## src/hw/interrupt_control_status_pkg.sv

```systemverilog
// Contract
// - abort status plus bit0 drives local error; code uses master abort only, not target abort
// - bit1 flags pci parity on local error
// - writing 1 over 0 at bit2 pulses serr
// - mailbox writes raise local irq with bits 3,16
// - local mailbox read drops mailbox interrupt
// - bit4 raises local irq on state change
// - bit5 pending on power change, w1c
// - bit6 and bit0 route local parity error
// - bit7 sets on local parity error, w1c
// - bit8 master pci enable, resets to 1
// - bits 9,8 gate pci doorbell interrupt
// - bits 10,8 gate abort interrupt
// - bits 11,8 gate local input interrupt
// - bit12 aborts after 256 retries
// - bits 13-15 read-only active flags
// - bit16 local output enable, resets to 1
// - bit17 gates local doorbell interrupt
// - doorbell set by local, cleared by pci w1c
`default_nettype none
package irq_ctrl_pkg;
    // register offsets (pci side and local side)
    localparam logic [7:0] CSR_PCI_OFS     = 8'h68;
    localparam logic [7:0] CSR_LOC_OFS     = 8'he8;
    // pci-side offset where the host clears doorbell bits
    localparam logic [7:0] PDB_CLR_OFS     = 8'h64;
    // bit positions in the control/status word
    localparam int B_ERR_ABORT_EN   = 0;
    localparam int B_ERR_PCIPAR_EN  = 1;
    localparam int B_SERR_GEN       = 2;
    localparam int B_MBOX_EN        = 3;
    localparam int B_PM_EN          = 4;
    localparam int B_PM_PEND        = 5;
    localparam int B_LPAR_EN        = 6;
    localparam int B_LPAR_STAT      = 7;
    localparam int B_PCI_EN         = 8;
    localparam int B_PDB_EN         = 9;
    localparam int B_ABORT_EN       = 10;
    localparam int B_LIN_EN         = 11;
    localparam int B_RETRY_EN       = 12;
    localparam int B_PDB_ACT        = 13;
    localparam int B_ABORT_ACT      = 14;
    localparam int B_LIN_ACT        = 15;
    localparam int B_LOUT_EN        = 16;
    localparam int B_LDB_EN         = 17;
    // writable storage bits and reset value of the low half
    localparam logic [17:0] CTRL_WMASK = 18'h31fdf;
    localparam logic [17:0] CTRL_RESET = 18'h10100;
    // retry limit before an abort is forced
    localparam logic [8:0]  RETRY_LIMIT = 9'h100;
endpackage
`default_nettype wire

```

## src/hw/irq_src_if.sv

```systemverilog
`default_nettype none
// groups the gated interrupt causes between the top and the combiner
interface irq_src_if;
    logic       pci_en;   // master pci enable
    logic       lout_en;  // local output enable
    logic [2:0] pci_req;  // enabled pci causes: doorbell, abort, local in
    logic [2:0] loc_req;  // enabled local causes: mailbox, power, local doorbell
    logic       pci_irq;  // combined pci level
    logic       loc_irq;  // combined local level
    modport src (output pci_en, lout_en, pci_req, loc_req, input pci_irq, loc_irq);
    modport comb (input pci_en, lout_en, pci_req, loc_req, output pci_irq, loc_irq);
endinterface
`default_nettype wire

```

## src/hw/bridge_interrupt_control_status.sv

```systemverilog
`default_nettype none
// low half of the bridge interrupt control/status register and its outputs
module bridge_interrupt_control_status
(
    // clock and reset
    input  wire logic        clk_i,
    input  wire logic        sys_rst_i,
    // pci-side register access
    input  wire logic        pci_wr_i,        // write strobe
    input  wire logic        pci_rd_i,        // read strobe
    input  wire logic [7:0]  pci_addr_i,      // byte offset
    input  wire logic [31:0] pci_wdata_i,     // write data
    input  wire logic [3:0]  pci_be_i,        // byte enables
    output logic      [31:0] pci_rdata_o,     // registered read data
    // local-side register access
    input  wire logic        loc_wr_i,
    input  wire logic        loc_rd_i,
    input  wire logic [7:0]  loc_addr_i,
    input  wire logic [31:0] loc_wdata_i,
    input  wire logic [3:0]  loc_be_i,
    output logic      [31:0] loc_rdata_o,
    // interrupt causes from the rest of the bridge
    input  wire logic        master_abort_i,  // received master abort status level
    input  wire logic        target_abort_i,  // target abort detected as master level
    input  wire logic        pci_parity_err_i,// pci parity error pulse
    input  wire logic        lpar_err_i,      // local data parity error pulse
    input  wire logic [3:0]  mbox_pci_wr_i,   // pci wrote mailbox zero..three
    input  wire logic [3:0]  mbox_loc_rd_i,   // local read of mailbox zero..three
    input  wire logic        pm_change_i,     // power state register changed pulse
    input  wire logic        ldb_pending_i,   // local doorbell bits nonzero
    input  wire logic [31:0] pdb_set_i,       // local writes set pci doorbell bits
    input  wire logic        local_int_n_i,   // local interrupt input pin, active low
    input  wire logic        retry_i,         // master retry pulse
    input  wire logic        xfer_done_i,     // master transfer ended
    // outputs
    output logic             local_error_out_o,
    output logic             serr_o,          // one-cycle serr request
    output logic             pci_int_o,       // pci interrupt level
    output logic             local_int_o,     // local interrupt level
    output logic             retry_abort_o,   // force target abort
    output logic      [31:0] pci_doorbell_o   // pci doorbell bits
);
    // stored control bits
    logic [17:0] ctrl_q;
    logic [17:0] ctrl_d;
    logic [3:0]  mbox_q;       // mailbox written, pending
    logic [31:0] pdb_q;        // pci doorbell bits
    logic        lin_s1_q;     // pin synchroniser stages
    logic        lin_s2_q;
    logic        lerr_q;       // latched local parity error for error pin
    logic        pci_par_q;    // pci parity error registered for one cycle for error pin

    // decodes
    wire pci_hit = pci_addr_i == irq_ctrl_pkg::CSR_PCI_OFS;
    wire loc_hit = loc_addr_i == irq_ctrl_pkg::CSR_LOC_OFS;
    // doorbell clear port, pci side only
    wire pdb_pci_hit = pci_addr_i == irq_ctrl_pkg::PDB_CLR_OFS;
    wire pci_w   = pci_wr_i & pci_hit;
    wire loc_w   = loc_wr_i & loc_hit & !pci_w;   // pci wins a collision
    wire [31:0] wdata = pci_w ? pci_wdata_i : loc_wdata_i;
    wire [3:0]  wbe   = pci_w ? pci_be_i : loc_be_i;
    wire        wr_any = pci_w | loc_w;
    wire [17:0] be_mask = {{2{wbe[2]}}, {8{wbe[1]}}, {8{wbe[0]}}};
    wire [17:0] wmask = be_mask & irq_ctrl_pkg::CTRL_WMASK & {18{wr_any}};

    // gated causes
    wire lin_act   = !lin_s2_q;
    wire pdb_act   = |pdb_q;
    wire abort_act = master_abort_i | target_abort_i;
    irq_src_if src();
    assign src.pci_en  = ctrl_q[irq_ctrl_pkg::B_PCI_EN];
    assign src.lout_en = ctrl_q[irq_ctrl_pkg::B_LOUT_EN];
    wire lin_req   = lin_act & ctrl_q[irq_ctrl_pkg::B_LIN_EN];
    wire abort_req = abort_act & ctrl_q[irq_ctrl_pkg::B_ABORT_EN];
    wire pdb_req   = pdb_act & ctrl_q[irq_ctrl_pkg::B_PDB_EN];
    assign src.pci_req = {lin_req, abort_req, pdb_req};
    wire ldb_req   = ldb_pending_i & ctrl_q[irq_ctrl_pkg::B_LDB_EN];
    wire pm_req    = ctrl_q[irq_ctrl_pkg::B_PM_PEND] & ctrl_q[irq_ctrl_pkg::B_PM_EN];
    wire mbox_req  = (|mbox_q) & ctrl_q[irq_ctrl_pkg::B_MBOX_EN];
    assign src.loc_req = {ldb_req, pm_req, mbox_req};
    irq_combiner u_comb (.s(src));

    // serr on 0 to 1 write
    wire serr_fire = wr_any & wbe[0] & wdata[irq_ctrl_pkg::B_SERR_GEN]
                     & !ctrl_q[irq_ctrl_pkg::B_SERR_GEN];

    wire [31:0] rd_word = {14'h0000, ctrl_q[17:16], lin_act, abort_act, pdb_act,
                           ctrl_q[12:0]};

    wire err_now = ctrl_q[irq_ctrl_pkg::B_ERR_ABORT_EN] & (master_abort_i
                 | (ctrl_q[irq_ctrl_pkg::B_LPAR_EN] & lerr_q))
                 | (ctrl_q[irq_ctrl_pkg::B_ERR_PCIPAR_EN] & pci_par_q);

    // next control word: writes merged, w1c bits handled after
    always_comb
    begin
        ctrl_d = (ctrl_q & ~wmask) | (wdata[17:0] & wmask);
        ctrl_d[irq_ctrl_pkg::B_PM_PEND] = (ctrl_q[irq_ctrl_pkg::B_PM_PEND]
            & !(wr_any & wbe[0] & wdata[irq_ctrl_pkg::B_PM_PEND])) | pm_change_i;
        // local parity status w1c, set wins
        ctrl_d[irq_ctrl_pkg::B_LPAR_STAT] = (ctrl_q[irq_ctrl_pkg::B_LPAR_STAT]
            & !(wr_any & wbe[0] & wdata[irq_ctrl_pkg::B_LPAR_STAT])) | lpar_err_i;
    end

    always_ff @(posedge clk_i or posedge sys_rst_i)
    begin
        if (sys_rst_i)
            ctrl_q <= irq_ctrl_pkg::CTRL_RESET;
        else
            ctrl_q <= ctrl_d;
    end

    // mailbox pending set by pci write, cleared by local read
    always_ff @(posedge clk_i or posedge sys_rst_i)
    begin
        if (sys_rst_i)
            mbox_q <= 4'h0;
        else
            mbox_q <= (mbox_q & ~mbox_loc_rd_i) | mbox_pci_wr_i;
    end

    // doorbell set by local, pci w1c, set wins
    always_ff @(posedge clk_i or posedge sys_rst_i)
    begin
        if (sys_rst_i)
            pdb_q <= 32'h0000_0000;
        else if (pci_wr_i & pdb_pci_hit)
            pdb_q <= (pdb_q & ~pci_wdata_i) | pdb_set_i;
        else
            pdb_q <= pdb_q | pdb_set_i;
    end

    // two-stage sync of the local interrupt pin
    always_ff @(posedge clk_i or posedge sys_rst_i)
    begin
        if (sys_rst_i)
        begin
            lin_s1_q <= 1'b1;
            lin_s2_q <= 1'b1;
        end
        else
        begin
            lin_s1_q <= local_int_n_i;
            lin_s2_q <= lin_s1_q;
        end
    end

    // local parity held until status cleared, pci parity only registered for one cycle
    always_ff @(posedge clk_i or posedge sys_rst_i)
    begin
        if (sys_rst_i)
        begin
            lerr_q    <= 1'b0;
            pci_par_q <= 1'b0;
        end
        else
        begin
            lerr_q    <= ctrl_d[irq_ctrl_pkg::B_LPAR_STAT];
            pci_par_q <= pci_parity_err_i;
        end
    end

    always_ff @(posedge clk_i or posedge sys_rst_i)
    begin
        if (sys_rst_i)
        begin
            local_error_out_o <= 1'b0;
            serr_o            <= 1'b0;
            pci_int_o         <= 1'b0;
            local_int_o       <= 1'b0;
            pci_rdata_o       <= 32'h0000_0000;
            loc_rdata_o       <= 32'h0000_0000;
            pci_doorbell_o    <= 32'h0000_0000;
        end
        else
        begin
            local_error_out_o <= err_now;
            serr_o            <= serr_fire;
            pci_int_o         <= src.pci_irq;
            local_int_o       <= src.loc_irq;
            pci_rdata_o       <= (pci_rd_i & pci_hit) ? rd_word : 32'h0000_0000;
            loc_rdata_o       <= (loc_rd_i & loc_hit) ? rd_word : 32'h0000_0000;
            pci_doorbell_o    <= pdb_q;
        end
    end

    // retry counter
    retry_limiter u_retry (
        .clk_i     (clk_i),
        .sys_rst_i (sys_rst_i),
        .enable_i  (ctrl_q[irq_ctrl_pkg::B_RETRY_EN]),
        .retry_i   (retry_i),
        .done_i    (xfer_done_i),
        .abort_o   (retry_abort_o)
    );

    // pci interrupt off when master enable clear
    property p_pci_gate;
        @(posedge clk_i) disable iff (sys_rst_i)
        !src.pci_en |=> !pci_int_o;
    endproperty
    a_pci_gate: assert property (p_pci_gate) else $error("pci irq while disabled");

    property p_mbox;
        @(posedge clk_i) disable iff (sys_rst_i)
        (|mbox_pci_wr_i) && ctrl_q[3] && ctrl_q[16] ##1 ctrl_q[3] && ctrl_q[16]
        |=> local_int_o;
    endproperty
    a_mbox: assert property (p_mbox) else $error("mailbox irq missing");

    property p_mbox_rd;
        @(posedge clk_i) disable iff (sys_rst_i)
        mbox_loc_rd_i[0] && !mbox_pci_wr_i[0] |=> !mbox_q[0];
    endproperty
    a_mbox_rd: assert property (p_mbox_rd) else $error("mailbox not cleared");

    // serr pulse on 0 to 1 write
    property p_serr;
        @(posedge clk_i) disable iff (sys_rst_i)
        serr_fire |=> serr_o && ctrl_q[irq_ctrl_pkg::B_SERR_GEN];
    endproperty
    a_serr: assert property (p_serr) else $error("serr not pulsed");

    property p_pm;
        @(posedge clk_i) disable iff (sys_rst_i)
        pm_change_i |=> ctrl_q[5];
    endproperty
    a_pm: assert property (p_pm) else $error("pm pending lost");

    property p_lpar;
        @(posedge clk_i) disable iff (sys_rst_i)
        lpar_err_i |=> ctrl_q[7];
    endproperty
    a_lpar: assert property (p_lpar) else $error("parity status lost");

    property p_err;
        @(posedge clk_i) disable iff (sys_rst_i)
        ctrl_q[0] && master_abort_i |=> local_error_out_o;
    endproperty
    a_err: assert property (p_err) else $error("error pin missing");

    property p_ro;
        @(posedge clk_i) disable iff (sys_rst_i)
        loc_rd_i && loc_hit && pdb_act |=> loc_rdata_o[irq_ctrl_pkg::B_PDB_ACT];
    endproperty
    a_ro: assert property (p_ro) else $error("active flag not read back");

    property p_pdb;
        @(posedge clk_i) disable iff (sys_rst_i)
        pdb_act && ctrl_q[irq_ctrl_pkg::B_PDB_EN] && ctrl_q[irq_ctrl_pkg::B_PCI_EN] |=> pci_int_o;
    endproperty
    a_pdb: assert property (p_pdb) else $error("doorbell irq missing");

    property p_abort;
        @(posedge clk_i) disable iff (sys_rst_i)
        abort_act && ctrl_q[irq_ctrl_pkg::B_ABORT_EN] && ctrl_q[irq_ctrl_pkg::B_PCI_EN]
        |=> pci_int_o;
    endproperty
    a_abort: assert property (p_abort) else $error("abort irq missing");

    property p_lin;
        @(posedge clk_i) disable iff (sys_rst_i)
        lin_act && ctrl_q[irq_ctrl_pkg::B_LIN_EN] && ctrl_q[irq_ctrl_pkg::B_PCI_EN] |=> pci_int_o;
    endproperty
    a_lin: assert property (p_lin) else $error("local input irq missing");

    // local irq off when output disabled
    property p_lout_gate;
        @(posedge clk_i) disable iff (sys_rst_i)
        !ctrl_q[irq_ctrl_pkg::B_LOUT_EN] |=> !local_int_o;
    endproperty
    a_lout_gate: assert property (p_lout_gate) else $error("local irq while disabled");

    // pending power change raises local irq
    property p_pm_irq;
        @(posedge clk_i) disable iff (sys_rst_i)
        ctrl_q[irq_ctrl_pkg::B_PM_PEND] && ctrl_q[irq_ctrl_pkg::B_PM_EN]
        && ctrl_q[irq_ctrl_pkg::B_LOUT_EN] |=> local_int_o;
    endproperty
    a_pm_irq: assert property (p_pm_irq) else $error("power irq missing");

    // no forced abort while retry limit off
    property p_retry_gate;
        @(posedge clk_i) disable iff (sys_rst_i)
        !ctrl_q[irq_ctrl_pkg::B_RETRY_EN] |=> !retry_abort_o;
    endproperty
    a_retry_gate: assert property (p_retry_gate) else $error("abort without limit");
endmodule
`default_nettype wire

```

## src/hw/irq_combiner.sv

```systemverilog
`default_nettype none
// merges enabled causes into level interrupt requests
module irq_combiner
(
    irq_src_if.comb s
);
    assign s.pci_irq = s.pci_en & (|s.pci_req);
    assign s.loc_irq = s.lout_en & (|s.loc_req);
endmodule
`default_nettype wire

```

## src/hw/retry_limiter.sv

```systemverilog
`default_nettype none
// counts consecutive master retries to one target
module retry_limiter
(
    input  wire logic clk_i,       // system clock
    input  wire logic sys_rst_i,   // async reset
    input  wire logic enable_i,    // retry abort enabled
    input  wire logic retry_i,     // one pulse per retry
    input  wire logic done_i,      // transfer ended, restart count
    output logic      abort_o      // one-cycle forced abort
);
    logic [8:0] cnt_q;             // retries seen so far
    wire        hit = (cnt_q == irq_ctrl_pkg::RETRY_LIMIT - 9'h001) & retry_i & enable_i;

    always_ff @(posedge clk_i or posedge sys_rst_i)
    begin
        if (sys_rst_i)
            cnt_q <= 9'h000;
        else if (done_i | hit | !enable_i)
            cnt_q <= 9'h000;
        else if (retry_i)
            cnt_q <= cnt_q + 9'h001;
    end

    always_ff @(posedge clk_i or posedge sys_rst_i)
    begin
        if (sys_rst_i)
            abort_o <= 1'b0;
        else
            abort_o <= hit;
    end
endmodule
`default_nettype wire

```

## config.mk

```make
export PLATFORM = sky130hd
export DESIGN_NAME = bridge_interrupt_control_status
export DESIGN_NICKNAME = d
export VERILOG_FILES = /design/src/hw/interrupt_control_status_pkg.sv /design/src/hw/irq_src_if.sv /design/src/hw/bridge_interrupt_control_status.sv /design/src/hw/irq_combiner.sv /design/src/hw/retry_limiter.sv
export SDC_FILE = /design/constraint.sdc
export NUM_CORES = 1
export LEC_CHECK = 0
export BUFFER_PORTS_ARGS = -buffer_cell sky130_fd_sc_hd__clkbuf_2
export CAP_MARGIN = 20
export CORE_UTILIZATION = 46
export CTS_CLUSTER_SIZE = 16
export DETAILED_ROUTE_END_ITERATION = 7
export PLACE_DENSITY = 0.79
export SLEW_MARGIN = 25
export SYNTH_ARGS = -nofsm -noshare
export SYNTH_HDL_FRONTEND = slang
export SYNTH_HIERARCHICAL = 1
export SYNTH_SLANG_ARGS = --single-unit
```

## constraint.sdc

```tcl
create_clock -name clk_i -period 4.05 [get_ports clk_i]
set_input_delay 0.2025 -clock clk_i [delete_from_list [all_inputs] [get_ports clk_i]]
set_output_delay 0.2025 -clock clk_i [all_outputs]
set_load 0.05 [all_outputs]
```

==> impl_metrics.csv, run 1 <==
group,metric,value,unit
worst_setup_path,cp.arrival,2.09,ns
sta,finalHoldViolations,0,
sta,setup_viol_count_final,0,
power_and_ir_drop,irDropWorstVdd,266,uV
min_path,min_from,"lpar_err_i",
place,io_buffers,196,
clock_network,clockBufferDepth,2,
power_and_ir_drop,p_leak,0.00348,uW
yosys,synth-seq-area-share,65.5,%
yosys,yosys.area.top_type_share,63.5,%
sta,rsz0062_at_grt,"no",
detailed_routing,drtIter0Drc,272,
global_route,grt_pass1_wl,21.1,mm
floorplanning,dieArea,0.0117,sq mm
final_layout,diodes,0,
clock_network,ctsRootBufferMaster,"clkbuf_16",
yosys,ys_ff_latch,136,
global_route,grt_pass1_vias,4173,
floorplanning,start_util,47.6,%
final_layout,seq_area,0.00341,sq mm
clock_network,numCtsBuffers,17,
final_layout,layout-drive-gt1-share,36.4,%
final_layout,multi_input_area,0.00158,sq mm
sta,whs,0.0116,ns
yosys,yosys_warnings,6,
floorplanning,fp.coreArea,0.0109,sq mm
yosys,async_flop_share,100,%
sta,finClkSkew,0.00908,ns
yosys,synth_area,0.00520,sq mm
sta,finalSetupTns,0,ns
worst_setup_path,startpoint,"pdb_q[8]$_DFF_PP0_",
yosys,synth_cells,411,
sta,relSlewSlack,51.1,%
floorplanning,rows,38,
power_and_ir_drop,power.total,3160,uW
sta,final-max-slew-violation-count,0,
worst_setup_path,crit_required,4.34,ns
worst_setup_path,crit_fanout,3,
final_layout,fill_cells,824,
min_path,hold_depth,2,
worst_setup_path,critPathCaptureType,"flop",
final_layout,area_growth,38.4,%
detailed_routing,via_count,4106,
yosys,synth_top_area_cell,"dfrtp_1",
detailed_routing,wl,13.5,mm
floorplanning,die_w,108,um
clock_network,h-tree-depth,4,
clock_network,clock-sinks,136,
outcome,outcome,"finished, final reports clean",
clock_network,clock_latency,0.40,ns
yosys,yosysUniqueCellTypes,47,
global_route,grt_usage,24.3,%
yosys,synth.area.top_cells,"dfrtp_1 (63%), a21o_1 (5.3%), buf_4 (4.2%)",
clock_network,cts_setup_buffers,0,
detailed_routing,antenna_left,0,
floorplanning,top_level_ports,244,
clock_network,path_clk_slew,0.06,ns
clock_network,post_cts_resized,0,
job,maxCapViolCount,0,
detailed_routing,wl_per_cell,16.7,um
global_route,antenna_found_initial,0,
sta,period_needed,1.80,ns
worst_setup_path,r2r_cells,5,
detailed_routing,viasPerCell,5.07,
global_route,grt_overflow,0,
place,dpl.hpwl,9.54,mm
min_path,hold_class,"in -> reg",
sta,fmax,554,MHz
sta,min_period_over_period,44.5,%
place,finalWeightedCongestion,0.827,
clock_network,holdBufCountCts,39,
worst_setup_path,cp-start-kind,"flop",
worst_setup_path,crit_type,"reg -> reg",
final_layout,fin_nets,802,
worst_setup_path,worstReg2RegStart,"pdb_q[8]$_DFF_PP0_",
sta,tightest_slew,0.734,ns
yosys,ys.flop_type,"dfrtp_1",
global_route,grt_max_degree,62,
yosys,synth_edf_count,0,
power_and_ir_drop,p_per_area,438,mW/mm^2
clock_network,tritoncts,"done",
detailed_routing,drc,0,
yosys,avgSynthCellArea,12.7,sq um
floorplanning,die-height,108,um
detailed_routing,dr.pass1.iters,4,
==> power by group <==
part	switching, uW	total [uW]	internal (uW)
registers	13.4	1390	1380
clock network	583	1530	945
logic	147	238	91.1
==> path summary, 6_finish.rpt <==
path	to	slack (ns)
worst max-delay path	pci_int_o$_DFF_PP0_	2.25
worst min-delay path	ctrl_q[7]$_DFF_PP0_	0.01
worst max register to register	pci_int_o$_DFF_PP0_	2.25
worst min register to register	lin_s2_q$_DFF_PP1_	0.36
max in group asynchronous	lin_s1_q$_DFF_PP1_	2.62
min in group asynchronous	u_retry/abort_o$_DFF_PP0_	0.35
==> synthesized netlist by cell type, types with 5 or more instances <==
library cell	instances
inv_1	12
a21o_1	37
nand2_1	40
nor2_1	22
or2_1	5
buf_4	29
and2_1	16
and3_1	23
nor4_1	8
nand3_1	8
nand4_1	8
dfrtp_1	132
o221a_1	5
==> cells by family after synthesis <==
logic type                 share of synthesized area (%)
AOI/OAI and AO/OA                                   11.1
xor gates and xnor gates                           0.673
adders and majority gates                          0.481
buffers and inverters                               6.15
DFF                                                 65.5
muxes                                              0.192
other                                             0.0720
and+or+nand+nor                                     15.9
==> stage by stage <==
step | instance area [sq um] | instances | util, % | setup WS (ns)
finish | 7200 | 810 | 65.9 | 2.25
global route | 7200 | 810 | 65.9 | 2.16
CTS | 7190 | 809 | 65.8 | 2.22
detailed placement | 6210 | 738 | 56.8 | 2.09
floorplan | 5310 | 438 | - | 0.498
global placement | 6200 | 738 | 56.7 | 1.83
==> worst max-delay path, cell delays in order, from the launching register on <==
cell and delay [ns]:
dfrtp_1 0.40, nor4_1 0.46, nand4_1 0.17, nor2_1 0.30, nor2b_1 0.08, o31a_1 0.28
==> placed cells by master, fill, tap and decap left out, drive strengths merged, types with 5 or more instances in the layout <==
cell	Yosys	routed
and3	23	23
nor4	8	8
clkinv	0	5
nand3	8	8
and2	16	16
or2	7	7
conb	1	28
clkbuf	3	215
dfrtp	132	132
dlygate4sd3	0	40
nand4	9	9
a21o	37	37
nor2	22	22
inv	12	15
nand2	40	40
o221a	5	5
==> layer usage <==
metal  vias to the layer above  wire (um)  GRT usage, %
met5                         -          0             0
met4                         0        210          8.88
li1                       1876          -             -
met2                       190       7100          41.4
met3                        16        834          6.15
met1                      2024       5390          29.8
==> layout make-up <==
class | count | area share [%]
Clock buffer | 19 | 6.29
Multi-Input combinational cell | 252 | 21.9
Clock inverter | 13 | 2.01
Timing Repair Buffer | 238 | 19.4
Sequential cell | 136 | 47.3
Inverter | 12 | 0.660
Tap cell | 140 | 2.43
==> registers in the layout, summed over array words and instances (netlist names), named ones only <==
signal             flops
ctrl_q                 2
lin_s2_q               1
serr_o                 1
local_error_out_o      1
pci_int_o              1
u_retry/abort_o        1
pci_rdata_o           18
local_int_o            1
loc_rdata_o           18
pci_par_q              1
pdb_q                 32
mbox_q                 4
pci_doorbell_o        32
lin_s1_q               1
u_retry/cnt_q          9
Note: power is estimated with default switching activity, not from simulation.
==> run 2, diff against run 1 <==
clock period = 1.7 ns   (was 4.05 ns; I/O delays follow)
==> run 2 against run 1 <==
Effect of this change: clock skew decreased by 0.00096 ns; die area unchanged; via count increased by 6.8%; sequential power rose by 140%; cell count up 8.4%.
==> impl_metrics.csv, run 2 (synthesized netlist as in run 1, its figures left out) <==
group,metric,value,unit
clock_network,h-tree-depth,4,
sta,period_needed,1.66,ns
sta,setup_viol_count_final,0,
sta,finalHoldViolations,0,
worst_setup_path,cp_slowest_stage_delay,0.55,ns
place,finalWeightedCongestion,0.864,
power_and_ir_drop,p_per_area,931,mW/mm^2
final_layout,area_growth,51.2,%
floorplanning,dieArea,0.0117,sq mm
sta,min_period_over_period,97.5,%
detailed_routing,viasPerCell,4.99,
global_route,grt_overflow,0,
worst_setup_path,r2r_cells,5,
sta,final-max-slew-violation-count,0,
min_path,hold_class,"in -> reg",
job,maxCapViolCount,0,
power_and_ir_drop,irDropWorstVdd,976,uV
worst_setup_path,worstReg2RegStart,"pdb_q[0]$_DFF_PP0_",
floorplanning,rows,38,
min_path,hold_depth,3,
final_layout,fin_nets,872,
worst_setup_path,cpLargestDelayFamily,"buffers and inverters",
final_layout,final_common_cell,"clkbuf_2",
floorplanning,fp.coreArea,0.0109,sq mm
place,dpl.hpwl,9.77,mm
power_and_ir_drop,p_leak,0.00368,uW
final_layout,layout_common_cells,"clkbuf_2 (196), dfrtp_1 (132), dlygate4sd3_1 (96)",
floorplanning,start_util,47.6,%
clock_network,clockBufferDepth,2,
sta,finClkSkew,0.00812,ns
place,io_buffers,196,
min_path,hold_path_end,"local_int_o$_DFF_PP0_",
worst_setup_path,crit_required,1.99,ns
final_layout,finalInstanceArea,0.00787,sq mm
sta,relSlewSlack,58.5,%
clock_network,tritoncts,"done",
worst_setup_path,cp_slowest_cell,"dlygate4sd3_1",
detailed_routing,wl,14.9,mm
sta,fmax,603,MHz
floorplanning,top_level_ports,244,
worst_setup_path,regToRegSetupSlack,0.11,ns
worst_setup_path,critPathCaptureType,"flop",
floorplanning,die_w,108,um
min_path,min_from,"ldb_pending_i",
final_layout,layout-drive-gt1-share,35.5,%
detailed_routing,drtIter0Drc,195,
sta,tightest_slew,0.622,ns
clock_network,numCtsBuffers,17,
global_route,grt_pass1_wl,23.1,mm
detailed_routing,antenna_left,0,
clock_network,ctsRootBufferMaster,"clkbuf_16",
detailed_routing,drc,0,
global_route,grt_usage,26.5,%
final_layout,largestRegisters,"pci_doorbell_o x32, pdb_q x32",
detailed_routing,dr.pass1.iters,4,
sta,setup_ws,0.0426,ns
global_route,grt_max_degree,51,
place,dpl_cell_area,0.00629,sq mm
detailed_routing,via_count,4385,
worst_setup_path,cp.arrival,1.95,ns
worst_setup_path,crit_fanout,11,
worst_setup_path,cp-start-kind,"input port",
clock_network,clock-sinks,136,
outcome,outcome,"finished, final reports clean",
global_route,antenna_found_initial,0,
worst_setup_path,cp_num_buf_inv,3,
clock_network,clock_latency,0.41,ns
final_layout,diodes,0,
floorplanning,die-height,108,um
worst_setup_path,r2r-end,"pci_int_o$_DFF_PP0_",
detailed_routing,wl_per_cell,16.9,um
global_route,grt_pass1_vias,4622,
worst_setup_path,crit_path_cell_trace,"clkbuf_2 > nor4bb_4 > and3_4 > buf_4 > nand2_1 > a311o_1 > dlygate4sd3_1",
worst_setup_path,crit_type,"in -> reg",
place,dp_worst_setup_slack,-0.0891,ns
clock_network,path_clk_slew,0.06,ns
==> run 2: cell type report <==
class,instances,area [sq um]
sequential,136,3410
clock inverter,9,76.3
inverter,12,48.8
timing repair buffer,308,2070
tap,140,175
clock buffer,21,470
multi-input combinational,252,1620
fill,739,3060
==> run 2: how the worst max path moves through the flow <==
stage	cells after the start	start	slack, ns	end
final	7	pci_addr_i[7]	0.04	ctrl_q[5]$_DFF_PP0_
after global routing	7	pci_addr_i[7]	-0.02	ctrl_q[5]$_DFF_PP0_
after CTS	5	pdb_q[0]$_DFF_PP0_	0.02	pci_int_o$_DFF_PP0_
after detailed placement	5	pdb_q[0]$_DFF_PP0_	-0.09	pci_int_o$_DFF_PP0_
after global placement	5	pdb_q[0]$_DFF_PP0_	-0.04	pci_int_o$_DFF_PP0_
after floorplan	1	sys_rst_i	0.06	asynchronous set/reset pin
==> run 2: metrics by stage <==
| step | hold WS, ns | util [%] | std cells | power [uW] | TNS [ns] |
|---|---|---|---|---|---|
| finish | 0.0302 | 72.0 | 878 | 7330 | 0 |
| global route | 0.0191 | 72.0 | 878 | 7580 | -0.0266 |
| floorplan | -0.0748 | - | 438 | 3700 | 0 |
| detailed placement | -0.0130 | 57.6 | 748 | 3870 | -0.0891 |
| CTS | 0.0151 | 71.6 | 874 | 7380 | 0 |
| global placement | -0.0148 | 57.6 | 748 | 3860 | -0.0424 |
==> run 2: where the power goes <==
part	total [uW]	internal, uW	switching, uW
clock network	3390	2090	1290
registers	3320	3280	32.2
logic	625	260	365
==> run 2: worst min-delay path, stage by stage <==
cell	delay, ns
clkbuf_2	0.08
and2_1	0.11
o31a_1	0.12
==> run 2: metal layers <==
layer | GRT usage [%] | routed length [um] | share of wire [%] | vias up
met5 | 0 | 0 | 0 | -
met4 | 8.59 | 308 | 2.1 | 0
met3 | 8.26 | 909 | 6.1 | 27
met2 | 46.3 | 7930 | 53 | 196
met1 | 30.9 | 5720 | 38 | 2154
li1 | - | - | - | 2008
==> run 2: what timing repair did <==
action / CTS / global route
setup buffers: 0 / 4
hold buffers: 96 / 0
pin swaps: 0 / 3
endpoints found under the setup margin: 1 / 35
gates resized for setup: 4 / 4
endpoints found under the hold margin: 189 / 0
gates cloned: 0 / 0
